[config.mk]
export PLATFORM = sky130hd
export DESIGN_NAME = profiling_capability_report
export DESIGN_NICKNAME = d
export VERILOG_FILES = /design/src/rtl/capability_pkg.sv /design/src/rtl/capability_if.sv /design/src/rtl/feature_word_builder.sv /design/src/rtl/geometry_word_builder.sv /design/src/rtl/profiling_capability_report.sv
export VERILOG_INCLUDE_DIRS = /design/src /design/src/rtl
export SDC_FILE = /design/constraint.sdc
export NUM_CORES = 1
export LEC_CHECK = 0
export ABC_AREA = 1
export BUFFER_PORTS_ARGS = -buffer_cell sky130_fd_sc_hd__buf_2
export CAP_MARGIN = 40
export CORE_AREA = 2 2 127 129
export DETAILED_ROUTE_END_ITERATION = 6
export DIE_AREA = 0 0 129 131
export GPL_ROUTABILITY_DRIVEN = 0
export PLACE_DENSITY = 0.72
export REMOVE_ABC_BUFFERS = 1
export SLEW_MARGIN = 40
export SYNTH_ARGS = -nofsm -noshare
export SYNTH_HDL_FRONTEND = slang
export SYNTH_SLANG_ARGS = --single-unit
export TNS_END_PERCENT = 10
[constraint.sdc]
create_clock -name clock -period 8.65 [get_ports clock]
set_clock_uncertainty 0.1 [all_clocks]
set_input_delay 0.4325 -clock clock [delete_from_list [all_inputs] [get_ports clock]]
set_output_delay 0.4325 -clock clock [all_outputs]
set_load 0.05 [all_outputs]
[src/rtl/capability_cfg.svh]
// Constants for the sampling capability report: offsets, field positions, resets
// Operation
// - Availability bit 0 copies bit 62 of the extended feature enable register.
// - Bit 0 reads 1 only if hardware supports and software enabled sampling.
// - Availability bits 31:1 come from the sampling configuration register.
// - Every availability bit set is also set in the full capability word.
// - Full capability word shows all hardware features, whatever software enabled.
// - Bits 1 to 6 flag events with matching identifiers; bits 28:7 reserved.
// - Bit 29 set when continuous sampling can be used.
// - Bit 30 set when records may carry the timestamp counter value.
// - Bit 31 set when the buffer threshold interrupt can be used.
// - Geometry bits 7:0 give control block quadwords, at least offset/8 plus maximum.
// - Geometry bits 15:8 give event record bytes, 32 in first version.
// - Geometry bits 23:16 give highest event identifier, never the insert identifier.
// - Geometry bits 31:24 give event area byte offset, a multiple of 8.
`ifndef CAPABILITY_CFG_SVH
`define CAPABILITY_CFG_SVH

`define QUERY_LEAF          32'h8000_001C
`define ENABLE_BIT_POS      62
`define AVAIL_BIT           0
`define CONT_BIT            29
`define PTSC_BIT            30
`define INT_BIT             31
`define RESERVED_MASK       32'h1FFF_FF80
`define CFG_WRITABLE_MASK   32'hE000_007E
`define CFG_RESET           32'h0000_0000
`define ENABLE_RESET        64'h0000_0000_0000_0000
`define FULL_CAP_DEFAULT    32'hE000_007F
`define QWORD_BYTES         8
`define RECORD_BYTES_V1     8'h20
`define USER_INSERT_ID      8'hFF
`define MAX_EVENT_DEFAULT   8'h06
`define EVENT_OFFSET_DEF    8'h80
`define CB_QWORDS_DEFAULT   8'h16

`endif

[src/rtl/capability_pkg.sv]
// Types shared by the capability report modules
`default_nettype none
package capability_pkg;
  typedef logic [31:0] word_t;
  typedef struct packed {
    logic [7:0] event_area_offset;
    logic [7:0] highest_event_identifier;
    logic [7:0] event_record_bytes;
    logic [7:0] control_block_quadwords;
  } geometry_s;
endpackage : capability_pkg
`default_nettype wire

[src/rtl/capability_if.sv]
// Signals passed between the report top and its word builders
`timescale 1ns/1ps
`default_nettype none
interface capability_if;
  import capability_pkg::*;
  logic      enable_bit;
  word_t     config_bits;
  word_t     full_capability;
  word_t     feature_word;
  geometry_s geometry_word;
  modport top_side (output enable_bit, config_bits, full_capability,
                    input feature_word, geometry_word);
  modport feature_side (input enable_bit, config_bits, full_capability,
                        output feature_word);
  modport geometry_side (output geometry_word);
endinterface : capability_if
`default_nettype wire

[src/rtl/feature_word_builder.sv]
// Combines enable bit and configuration bits into the availability word
`timescale 1ns/1ps
`default_nettype none
`include "capability_cfg.svh"
module feature_word_builder
(
  capability_if.feature_side cap
);
  import capability_pkg::*;

  // Configuration bits limited to hardware features, enable bit in bit 0
  always_comb
  begin
    cap.feature_word = cap.config_bits & cap.full_capability & `CFG_WRITABLE_MASK;
    cap.feature_word[`AVAIL_BIT] = cap.enable_bit;
  end
endmodule : feature_word_builder
`default_nettype wire

[src/rtl/geometry_word_builder.sv]
// Builds the constant sampling geometry word from sizing parameters
`timescale 1ns/1ps
`default_nettype none
`include "capability_cfg.svh"
module geometry_word_builder
#(
  parameter logic [7:0] CB_QWORDS    = `CB_QWORDS_DEFAULT,
  parameter logic [7:0] RECORD_BYTES = `RECORD_BYTES_V1,
  parameter logic [7:0] MAX_EVENT    = `MAX_EVENT_DEFAULT,
  parameter logic [7:0] EVENT_OFFSET = `EVENT_OFFSET_DEF
)
(
  capability_if.geometry_side cap
);
  import capability_pkg::*;

  // Rounds an offset up to the next quadword boundary
  function automatic logic [7:0] align_qword(input logic [7:0] value);
    logic [8:0] sum;
    sum = {1'b0, value} + 9'h007;
    return sum[8] ? 8'hF8 : {sum[7:3], 3'b000}; // Saturate, never wrap to zero
  endfunction : align_qword

  // Smallest block that still holds every event interval field
  function automatic logic [7:0] least_block(input logic [7:0] offset,
                                             input logic [7:0] max_id);
    logic [8:0] sum;
    sum = {4'h0, offset[7:3]} + {1'b0, max_id};
    return sum[8] ? 8'hFF : sum[7:0];
  endfunction : least_block

  localparam logic [7:0] OFFSET_USED = align_qword(EVENT_OFFSET);
  localparam logic [7:0] MAX_USED    = (MAX_EVENT == `USER_INSERT_ID) ?
                                       8'hFE : MAX_EVENT;
  localparam logic [7:0] CB_LEAST    = least_block(OFFSET_USED, MAX_USED);
  localparam logic [7:0] CB_USED     = (CB_QWORDS < CB_LEAST) ? CB_LEAST : CB_QWORDS;

  // Fields packed in descriptor order
  always_comb
  begin
    cap.geometry_word.control_block_quadwords  = CB_USED;
    cap.geometry_word.event_record_bytes       = RECORD_BYTES;
    cap.geometry_word.highest_event_identifier = MAX_USED;
    cap.geometry_word.event_area_offset        = OFFSET_USED;
  end
endmodule : geometry_word_builder
`default_nettype wire

[src/rtl/profiling_capability_report.sv]
// Capability report for the lightweight event sampling identification leaf
`timescale 1ns/1ps
`default_nettype none
`include "capability_cfg.svh"
module profiling_capability_report
#(
  parameter capability_pkg::word_t FULL_CAPABILITY = `FULL_CAP_DEFAULT,
  parameter logic [7:0]            CB_QWORDS       = `CB_QWORDS_DEFAULT,
  parameter logic [7:0]            RECORD_BYTES    = `RECORD_BYTES_V1,
  parameter logic [7:0]            MAX_EVENT       = `MAX_EVENT_DEFAULT,
  parameter logic [7:0]            EVENT_OFFSET    = `EVENT_OFFSET_DEF
)
(
  input  wire  logic                  clock,
  input  wire  logic                  rst,
  input  wire  logic                  query_valid,
  input  wire  capability_pkg::word_t query_leaf,
  input  wire  logic                  cfg_write,
  input  wire  capability_pkg::word_t cfg_data,
  input  wire  logic                  enable_write,
  input  wire  logic [63:0]           enable_data,
  output var   logic                  answer_valid,
  output var   logic                  answer_hit,
  output var   capability_pkg::word_t answer_feature,
  output var   capability_pkg::word_t answer_geometry,
  output var   capability_pkg::word_t answer_full,
  output var   capability_pkg::word_t cfg_readback,
  output var   logic [63:0]           enable_readback
);
  import capability_pkg::*;

  capability_if cap ();

  logic [63:0] enable_reg;
  word_t       config_reg;
  logic        leaf_hit;
  logic        hw_supported;

  assign hw_supported = FULL_CAPABILITY[`AVAIL_BIT];
  assign leaf_hit     = (query_leaf == `QUERY_LEAF);

  // Extended feature enable register; sampling bit sticks at 0 without hardware
  always_ff @(posedge clock or posedge rst)
  begin
    if (rst)
      enable_reg <= `ENABLE_RESET;
    else if (enable_write)
    begin
      enable_reg                  <= enable_data;
      enable_reg[`ENABLE_BIT_POS] <= enable_data[`ENABLE_BIT_POS] & hw_supported;
    end
  end

  // Sampling configuration register; only offered hardware features are kept
  always_ff @(posedge clock or posedge rst)
  begin
    if (rst)
      config_reg <= `CFG_RESET;
    else if (cfg_write)
      config_reg <= cfg_data & FULL_CAPABILITY & `CFG_WRITABLE_MASK;
  end

  // Interface feeds for the word builders
  always_comb
  begin
    cap.enable_bit      = enable_reg[`ENABLE_BIT_POS];
    cap.config_bits     = config_reg;
    cap.full_capability = FULL_CAPABILITY;
  end

  feature_word_builder u_feature
  (
    .cap (cap.feature_side)
  );

  geometry_word_builder
  #(
    .CB_QWORDS    (CB_QWORDS),
    .RECORD_BYTES (RECORD_BYTES),
    .MAX_EVENT    (MAX_EVENT),
    .EVENT_OFFSET (EVENT_OFFSET)
  )
  u_geometry
  (
    .cap (cap.geometry_side)
  );

  // Answer strobe, one cycle after each query
  always_ff @(posedge clock or posedge rst)
  begin
    if (rst)
    begin
      answer_valid <= 1'b0;
      answer_hit   <= 1'b0;
    end
    else
    begin
      answer_valid <= query_valid;
      answer_hit   <= query_valid & leaf_hit;
    end
  end

  // Answer words; other leaves answer zero, reads change no state
  always_ff @(posedge clock or posedge rst)
  begin
    if (rst)
    begin
      answer_feature  <= 32'h0000_0000;
      answer_geometry <= 32'h0000_0000;
      answer_full     <= 32'h0000_0000;
    end
    else if (query_valid)
    begin
      answer_feature  <= leaf_hit ? cap.feature_word : 32'h0000_0000;
      answer_geometry <= leaf_hit ? cap.geometry_word : 32'h0000_0000;
      answer_full     <= leaf_hit ? FULL_CAPABILITY : 32'h0000_0000;
    end
  end

  // Register readback for the privileged side
  always_ff @(posedge clock or posedge rst)
  begin
    if (rst)
    begin
      cfg_readback    <= `CFG_RESET;
      enable_readback <= `ENABLE_RESET;
    end
    else
    begin
      cfg_readback    <= config_reg;
      enable_readback <= enable_reg;
    end
  end

  // Bit 0 of a hit answer follows the enable bit at query time
  avail_copy_a: assert property (@(posedge clock) disable iff (rst)
    (query_valid && leaf_hit) |=>
      answer_feature[`AVAIL_BIT] == $past(enable_reg[`ENABLE_BIT_POS]))
    else $error("availability bit differs from enable bit");

  // Enable bit never set without hardware support
  avail_gate_a: assert property (@(posedge clock) disable iff (rst)
    answer_valid && answer_hit && answer_feature[`AVAIL_BIT] |-> hw_supported)
    else $error("availability reported without hardware support");

  // Upper availability bits follow the configuration register
  cfg_source_a: assert property (@(posedge clock) disable iff (rst)
    (query_valid && leaf_hit) |=> answer_feature[31:1] == $past(config_reg[31:1]))
    else $error("availability bits differ from configuration");

  // Availability bits 31:1 never exceed the full capability
  subset_word_a: assert property (@(posedge clock) disable iff (rst)
    answer_valid && answer_hit |-> (answer_feature[31:1] & ~answer_full[31:1]) == 31'h0)
    else $error("availability bit outside full capability");

  // Full capability ignores what software enabled
  full_fixed_a: assert property (@(posedge clock) disable iff (rst)
    answer_valid && answer_hit |-> answer_full == FULL_CAPABILITY)
    else $error("full capability word altered");

  // Reserved availability bits read zero
  reserved_zero_a: assert property (@(posedge clock) disable iff (rst)
    answer_valid |-> (answer_feature & `RESERVED_MASK) == 32'h0000_0000)
    else $error("reserved availability bit set");

  // Top feature bits track a configuration write
  top_bits_a: assert property (@(posedge clock) disable iff (rst)
    (cfg_write && !query_valid) ##1 (query_valid && leaf_hit) |=>
      answer_feature[31:29] == ($past(cfg_data[31:29], 2) & FULL_CAPABILITY[31:29]))
    else $error("mode bits lost after configuration write");

  // Control block large enough for all interval fields
  cb_size_a: assert property (@(posedge clock) disable iff (rst)
    answer_valid && answer_hit |->
      {1'b0, answer_geometry[7:0]} >=
      ({4'h0, answer_geometry[31:27]} + {1'b0, answer_geometry[23:16]}))
    else $error("control block size too small");

  // Record size as configured
  record_size_a: assert property (@(posedge clock) disable iff (rst)
    answer_valid && answer_hit |-> answer_geometry[15:8] == RECORD_BYTES)
    else $error("event record size wrong");

  // Highest identifier never the insert identifier
  max_event_a: assert property (@(posedge clock) disable iff (rst)
    answer_valid && answer_hit |-> answer_geometry[23:16] != `USER_INSERT_ID)
    else $error("highest event identifier is the insert identifier");

  // Event area offset quadword aligned
  offset_align_a: assert property (@(posedge clock) disable iff (rst)
    answer_valid && answer_hit |-> answer_geometry[26:24] == 3'b000)
    else $error("event area offset not aligned");

  // Exactly one answer per query, none otherwise
  answer_once_a: assert property (@(posedge clock) disable iff (rst)
    query_valid ##1 !query_valid |-> answer_valid ##1 !answer_valid)
    else $error("answer strobe count wrong");

  // Back to back reads without writes repeat the same words
  repeat_read_a: assert property (@(posedge clock) disable iff (rst)
    (query_valid && leaf_hit && !cfg_write && !enable_write) ##1
    (query_valid && leaf_hit) |=>
      (answer_feature == $past(answer_feature)) && (answer_geometry == $past(answer_geometry)))
    else $error("repeated read returned a different value");
endmodule : profiling_capability_report
`default_nettype wire

=== Yosys cells after proc, flatten, opt, wreduce, memory -nomap -nowiden ===
Index checks and enable logic that the tools add are counted.

* Eq/ne operators: 1
* Add/sub/neg operators: 0
* Magnitude comparators: 0
* Shifts and indexed selects: 0
* Multipliers: 0
* Muxes and demuxes: 3
* Bitwise gates (word level): 1
* Reductions and logical operators: 0
* Divide/modulo/power cells: 0

{| class="wikitable"
|+ Operators with widths
! cell !! count
|-
| 32-bit two-way mux || 3
|-
| 32-bit equality test, second input constant || 1
|-
| 1-bit bitwise AND || 1
|}

* Memories kept: 0
* RAM bits: 0
* Bits in registers: 244
* Memory bits (read-only): 0
* Input bits: 133
* Latch bits: 0
* Output and inout bits: 194

=== Depth between registers and ports, before layout ===
* Word-level depth: 2
* Depth in mapped cells: 8
* Gate-level depth less buffers: 7

=== Hierarchy ===
A second synthesis with hierarchy kept.

* Cells, all modules: 693
* Area total of the unflattened synthesis: 8252.9 µm²

{| class="wikitable"
|+ By module, submodules not included
! module !! cells an instance !! area each (µm²) !! sequential area each (µm²) !! times used
|-
| profiling_capability_report || 617 || 7761.2 || 5330.1 || 1
|-
| geometry_word_builder || 34 || 247.7 || 0.0 || 1
|-
| feature_word_builder || 42 || 244.0 || 0.0 || 1
|}

=== Least setup slack after synthesis ===
Ideal clock, no wire load.

* Kind: register -> output
* Start: reg answer_geometry[18] (netlist name)
* End: out answer_full[1]
* Buffers on the path: 1
* Stages on the path, launching flop included: 2
* Path slack: 6.951 ns
* Arrival: 1.167 ns
* Data required time: 8.117 ns
* Cell sequence: dfrtp_1 buf_4

{| class="wikitable"
|+ RTL lines
! element !! line !! text
|-
| to (decl) || profiling_capability_report.sv:26 || <nowiki>output var capability_pkg::word_t answer_full,</nowiki>
|}

==> impl_metrics.env <==
export IMPL_routed_via_density=3.998
export IMPL_cts_hold_buffers=1
export IMPL_design_core_area_um2=15600
export IMPL_cts_clk_pin_slew_worst_paths_ps=60
export IMPL_rsz_0062_raised_after_global_routing="false"
export IMPL_ys_async_sr_fraction=1.000
export IMPL_critical_path_top_delay_family="flip-flops"
export IMPL_fmax_mhz=546.6
export IMPL_run_status="complete, no violations"
export IMPL_critical_path_buf_inv_count=1
export IMPL_reg2regPathDepth=1
export IMPL_synth_fa_ha_area_frac=0
export IMPL_cp_arrival_ps=1300
export IMPL_dieWidth_um=129
export IMPL_globalRouteTotalUtil=0.1340
export IMPL_yosysTopAreaCellShare=0.6550
export IMPL_dominant_synthesized_flop_cell="dfrtp_1"
export IMPL_cts_buffers_inserted=17
export IMPL_finalPower_mw=1.874
export IMPL_finalCritPeriodShare=0.2115
export IMPL_post_route_drc_count=0
export IMPL_synthesis_area_um2=6075
export IMPL_netSwitchingFraction=0.3085
export IMPL_r2r_start="enable_reg[37]"
export IMPL_synth_top_area_cell="dfrtp_1"
export IMPL_cts_repair_resized=0
export IMPL_die_area_um2=16900
export IMPL_reg2reg_slack_ps=7750
export IMPL_synth_seq_area_share=0.6550
export IMPL_clock_tree_htree_level_count=4
export IMPL_grt_start_max_net_pins=68
export IMPL_floorplan_initialDensity=0.3895
export IMPL_cell_internal_pwr_mw=1.296
export IMPL_startpoint_of_the_worst_setup_timing_path="answer_geometry[18]"
export IMPL_place_port_buffers=211
export IMPL_tritoncts="yes"
export IMPL_yosysMostFrequentCell="dfrtp_1"
export IMPL_worst_hold_slack_ps=100.7
export IMPL_syn2layout_area_growth_pct=22.55
export IMPL_final_number_of_setup_violating_endpoints=0
export IMPL_postSynthCellCount=438
export IMPL_synthTopCellsByArea="dfrtp_1 65%, mux2_2 14%, buf_4 13%"
export IMPL_wire_per_inst_um=13.19
export IMPL_numClockSinks=159
export IMPL_max_vdd_ir_drop_uv=122.1
export IMPL_worstSetupPathType="flop to output pin"
export IMPL_final_design_instance_area_without_fill_um2=7445
export IMPL_grt_first_pass_wirelength_mm=16.77
export IMPL_power_clock_fraction=0.369
export IMPL_vias=3486
export IMPL_detail_route_antenna_nets=0
export IMPL_synth_yosys_warnings=0
export IMPL_setup_tns_ps=0
export IMPL_layout_drive_gt1_share=0.4878
export IMPL_synth_commonest_cells="159 x dfrtp_1, 109 x buf_4, 73 x mux2_2, 37 x nand2_1, 25 x nor2_1"
export IMPL_number_of_antenna_violations_at_the_first_check_in_global_routing=0
export IMPL_insertion_delay_ps=410
export IMPL_cts_post_setup_buffers_inserted=0
export IMPL_timing_hold_worst_start="query_valid"
export IMPL_max_cap_viol_count=0
export IMPL_first_global_vias=3251
export IMPL_post_dp_cell_area_um2=6875
export IMPL_post_synth_xor_area_fraction=0
export IMPL_critical_path_reg2reg_endpoint="enable_reg[37]"
export IMPL_synth_avg_cell_area_um2=13.87
export IMPL_crit_path_start_kind="flop"
export IMPL_hold_class="input port to flop"
export IMPL_number_of_synthesized_register_bits=159
export IMPL_grt_overflow_total=0
export IMPL_synth_edf_count=0
export IMPL_crit_path_end_kind="output pin"
export IMPL_num_fill_cells=1429
export IMPL_finalHoldViolCount=0
export IMPL_combinational_family_with_the_most_area_after_synthesis="buffers and inverters"
export IMPL_finalWirelength_mm=11.50
export IMPL_power_sequential_fraction=0.446
export IMPL_die_height_um=131
export IMPL_worst_case_clock_buffer_depth=2
export IMPL_first_iter_violations=83
export IMPL_diode_count=0
export IMPL_worst_ep_required_time_ps=8120
export IMPL_muxShareOfSynthArea=0.1353
export IMPL_i_o_pin_cnt=327
export IMPL_rows=46
export IMPL_final_net_count=777
export IMPL_crit_path_cell_trace="buf_2"
export IMPL_power_density_cell_area_nw_per_um2=251.8
export IMPL_detailedRoute_firstPassIterationCount=4
export IMPL_crit_fanout=18
export IMPL_post_synth_and_or_nand_nor_area_fraction=0.05252
export IMPL_synth_compound_area_share=0
export IMPL_cts_root_buf="clkbuf_16"
export IMPL_netSwitchingPower_mw=0.5783
export IMPL_power_leakage_nw=3.836
export IMPL_path_depth=1
export IMPL_slew_limit_fails=0
export IMPL_synth_distinct_cells=15
export IMPL_worst_pin_slew_ps=602.4
export IMPL_crit_end="answer_full[30]"
export IMPL_max_slew_margin_rel=0.5984
export IMPL_critPathSlowestCell="dfrtp_1"
export IMPL_cpPeakStageDelay_ps=550
export IMPL_part_of_the_total_power_dissipated_in_combinational_logic=0.184
export IMPL_layout_min_cycle_time_ps=1829
export IMPL_detailedPlacementHpwl_mm=8.388
-- metal layers --
layer | vias to the layer above | GRT usage | part of all wire
met5 | - | 0 | 0
met4 | 0 | 0.05946 | 0.016
met3 | 13 | 0.05537 | 0.10
met2 | 200 | 0.2235 | 0.49
met1 | 1654 | 0.1519 | 0.39
li1 | 1619 | - | -
-- cell usage in the layout (no fill, tap or decap) --
cell type      Yosys  layout
clkbuf_16          0      17
buf_6              8       2
buf_2              1     211
nand3_1           10      10
buf_16             0       1
conb_1             1      92
bufinv_16          0       1
mux2_2            73      73
clkinvlp_4         0       4
dlygate4sd3_1      0       1
clkbuf_1           1       3
nand3_2            1       1
nor2_2             2       3
clkbuf_8           0       2
nor2_1            25      24
clkinv_2           0       2
nand4_1            1       1
nand3b_1           1       1
inv_6              0       1
clkinv_4           0       2
dfrtp_1          159     159
inv_1              9       8
nand2_1           37      37
-- cell type report --
cell class              instances  area [um^2]  share of cell area
multi-input cells             242         1489              0.2000
clock buffers                  22        464.2             0.06235
inverters                       9        38.79            0.005210
clock inverters                 9        87.58             0.01176
flip-flops and latches        159         3979              0.5345
well taps                     216        270.3             0.03630
repair buffers                215         1116              0.1499
-- cells by family (layout without fill, tap and decap cells) --
group | count (synthesis) | count (layout)
flops | 159 | 159
buf+inv | 128 | 255
simple gates | 77 | 77
mux | 73 | 73
other cells | 1 | 92
-- worst min path at each step --
stage | to | slack, ps | depth (start not counted)
detailed placement | enable_readback[5] | 260 | 0
global route | answer_valid | 70 | 1
CTS | answer_valid | 70 | 1
global placement | enable_readback[28] | 250 | 0
floorplan | enable_readback[0] | 250 | 0
finish | answer_valid | 100 | 1
-- metrics by stage --
stage | cells | util | setup slack, ps
floorplan | 410 | - | 2754
global placement | 839 | 0.4389 | 6461
detailed placement | 840 | 0.4408 | 6776
finish | 872 | 0.4773 | 6821
CTS | 872 | 0.4768 | 6667
global route | 872 | 0.4773 | 6685
-- power groups by stage --
stage	sequential, mW	combinational (mW)	clock, mW
floorplan	0.972	0.137	0
global placement	0.848	0.343	0
detailed placement	0.852	0.348	0
CTS	0.838	0.348	0.718
global route	0.845	0.364	0.752
finish	0.837	0.345	0.692
Power figures use the tool's default switching activity.
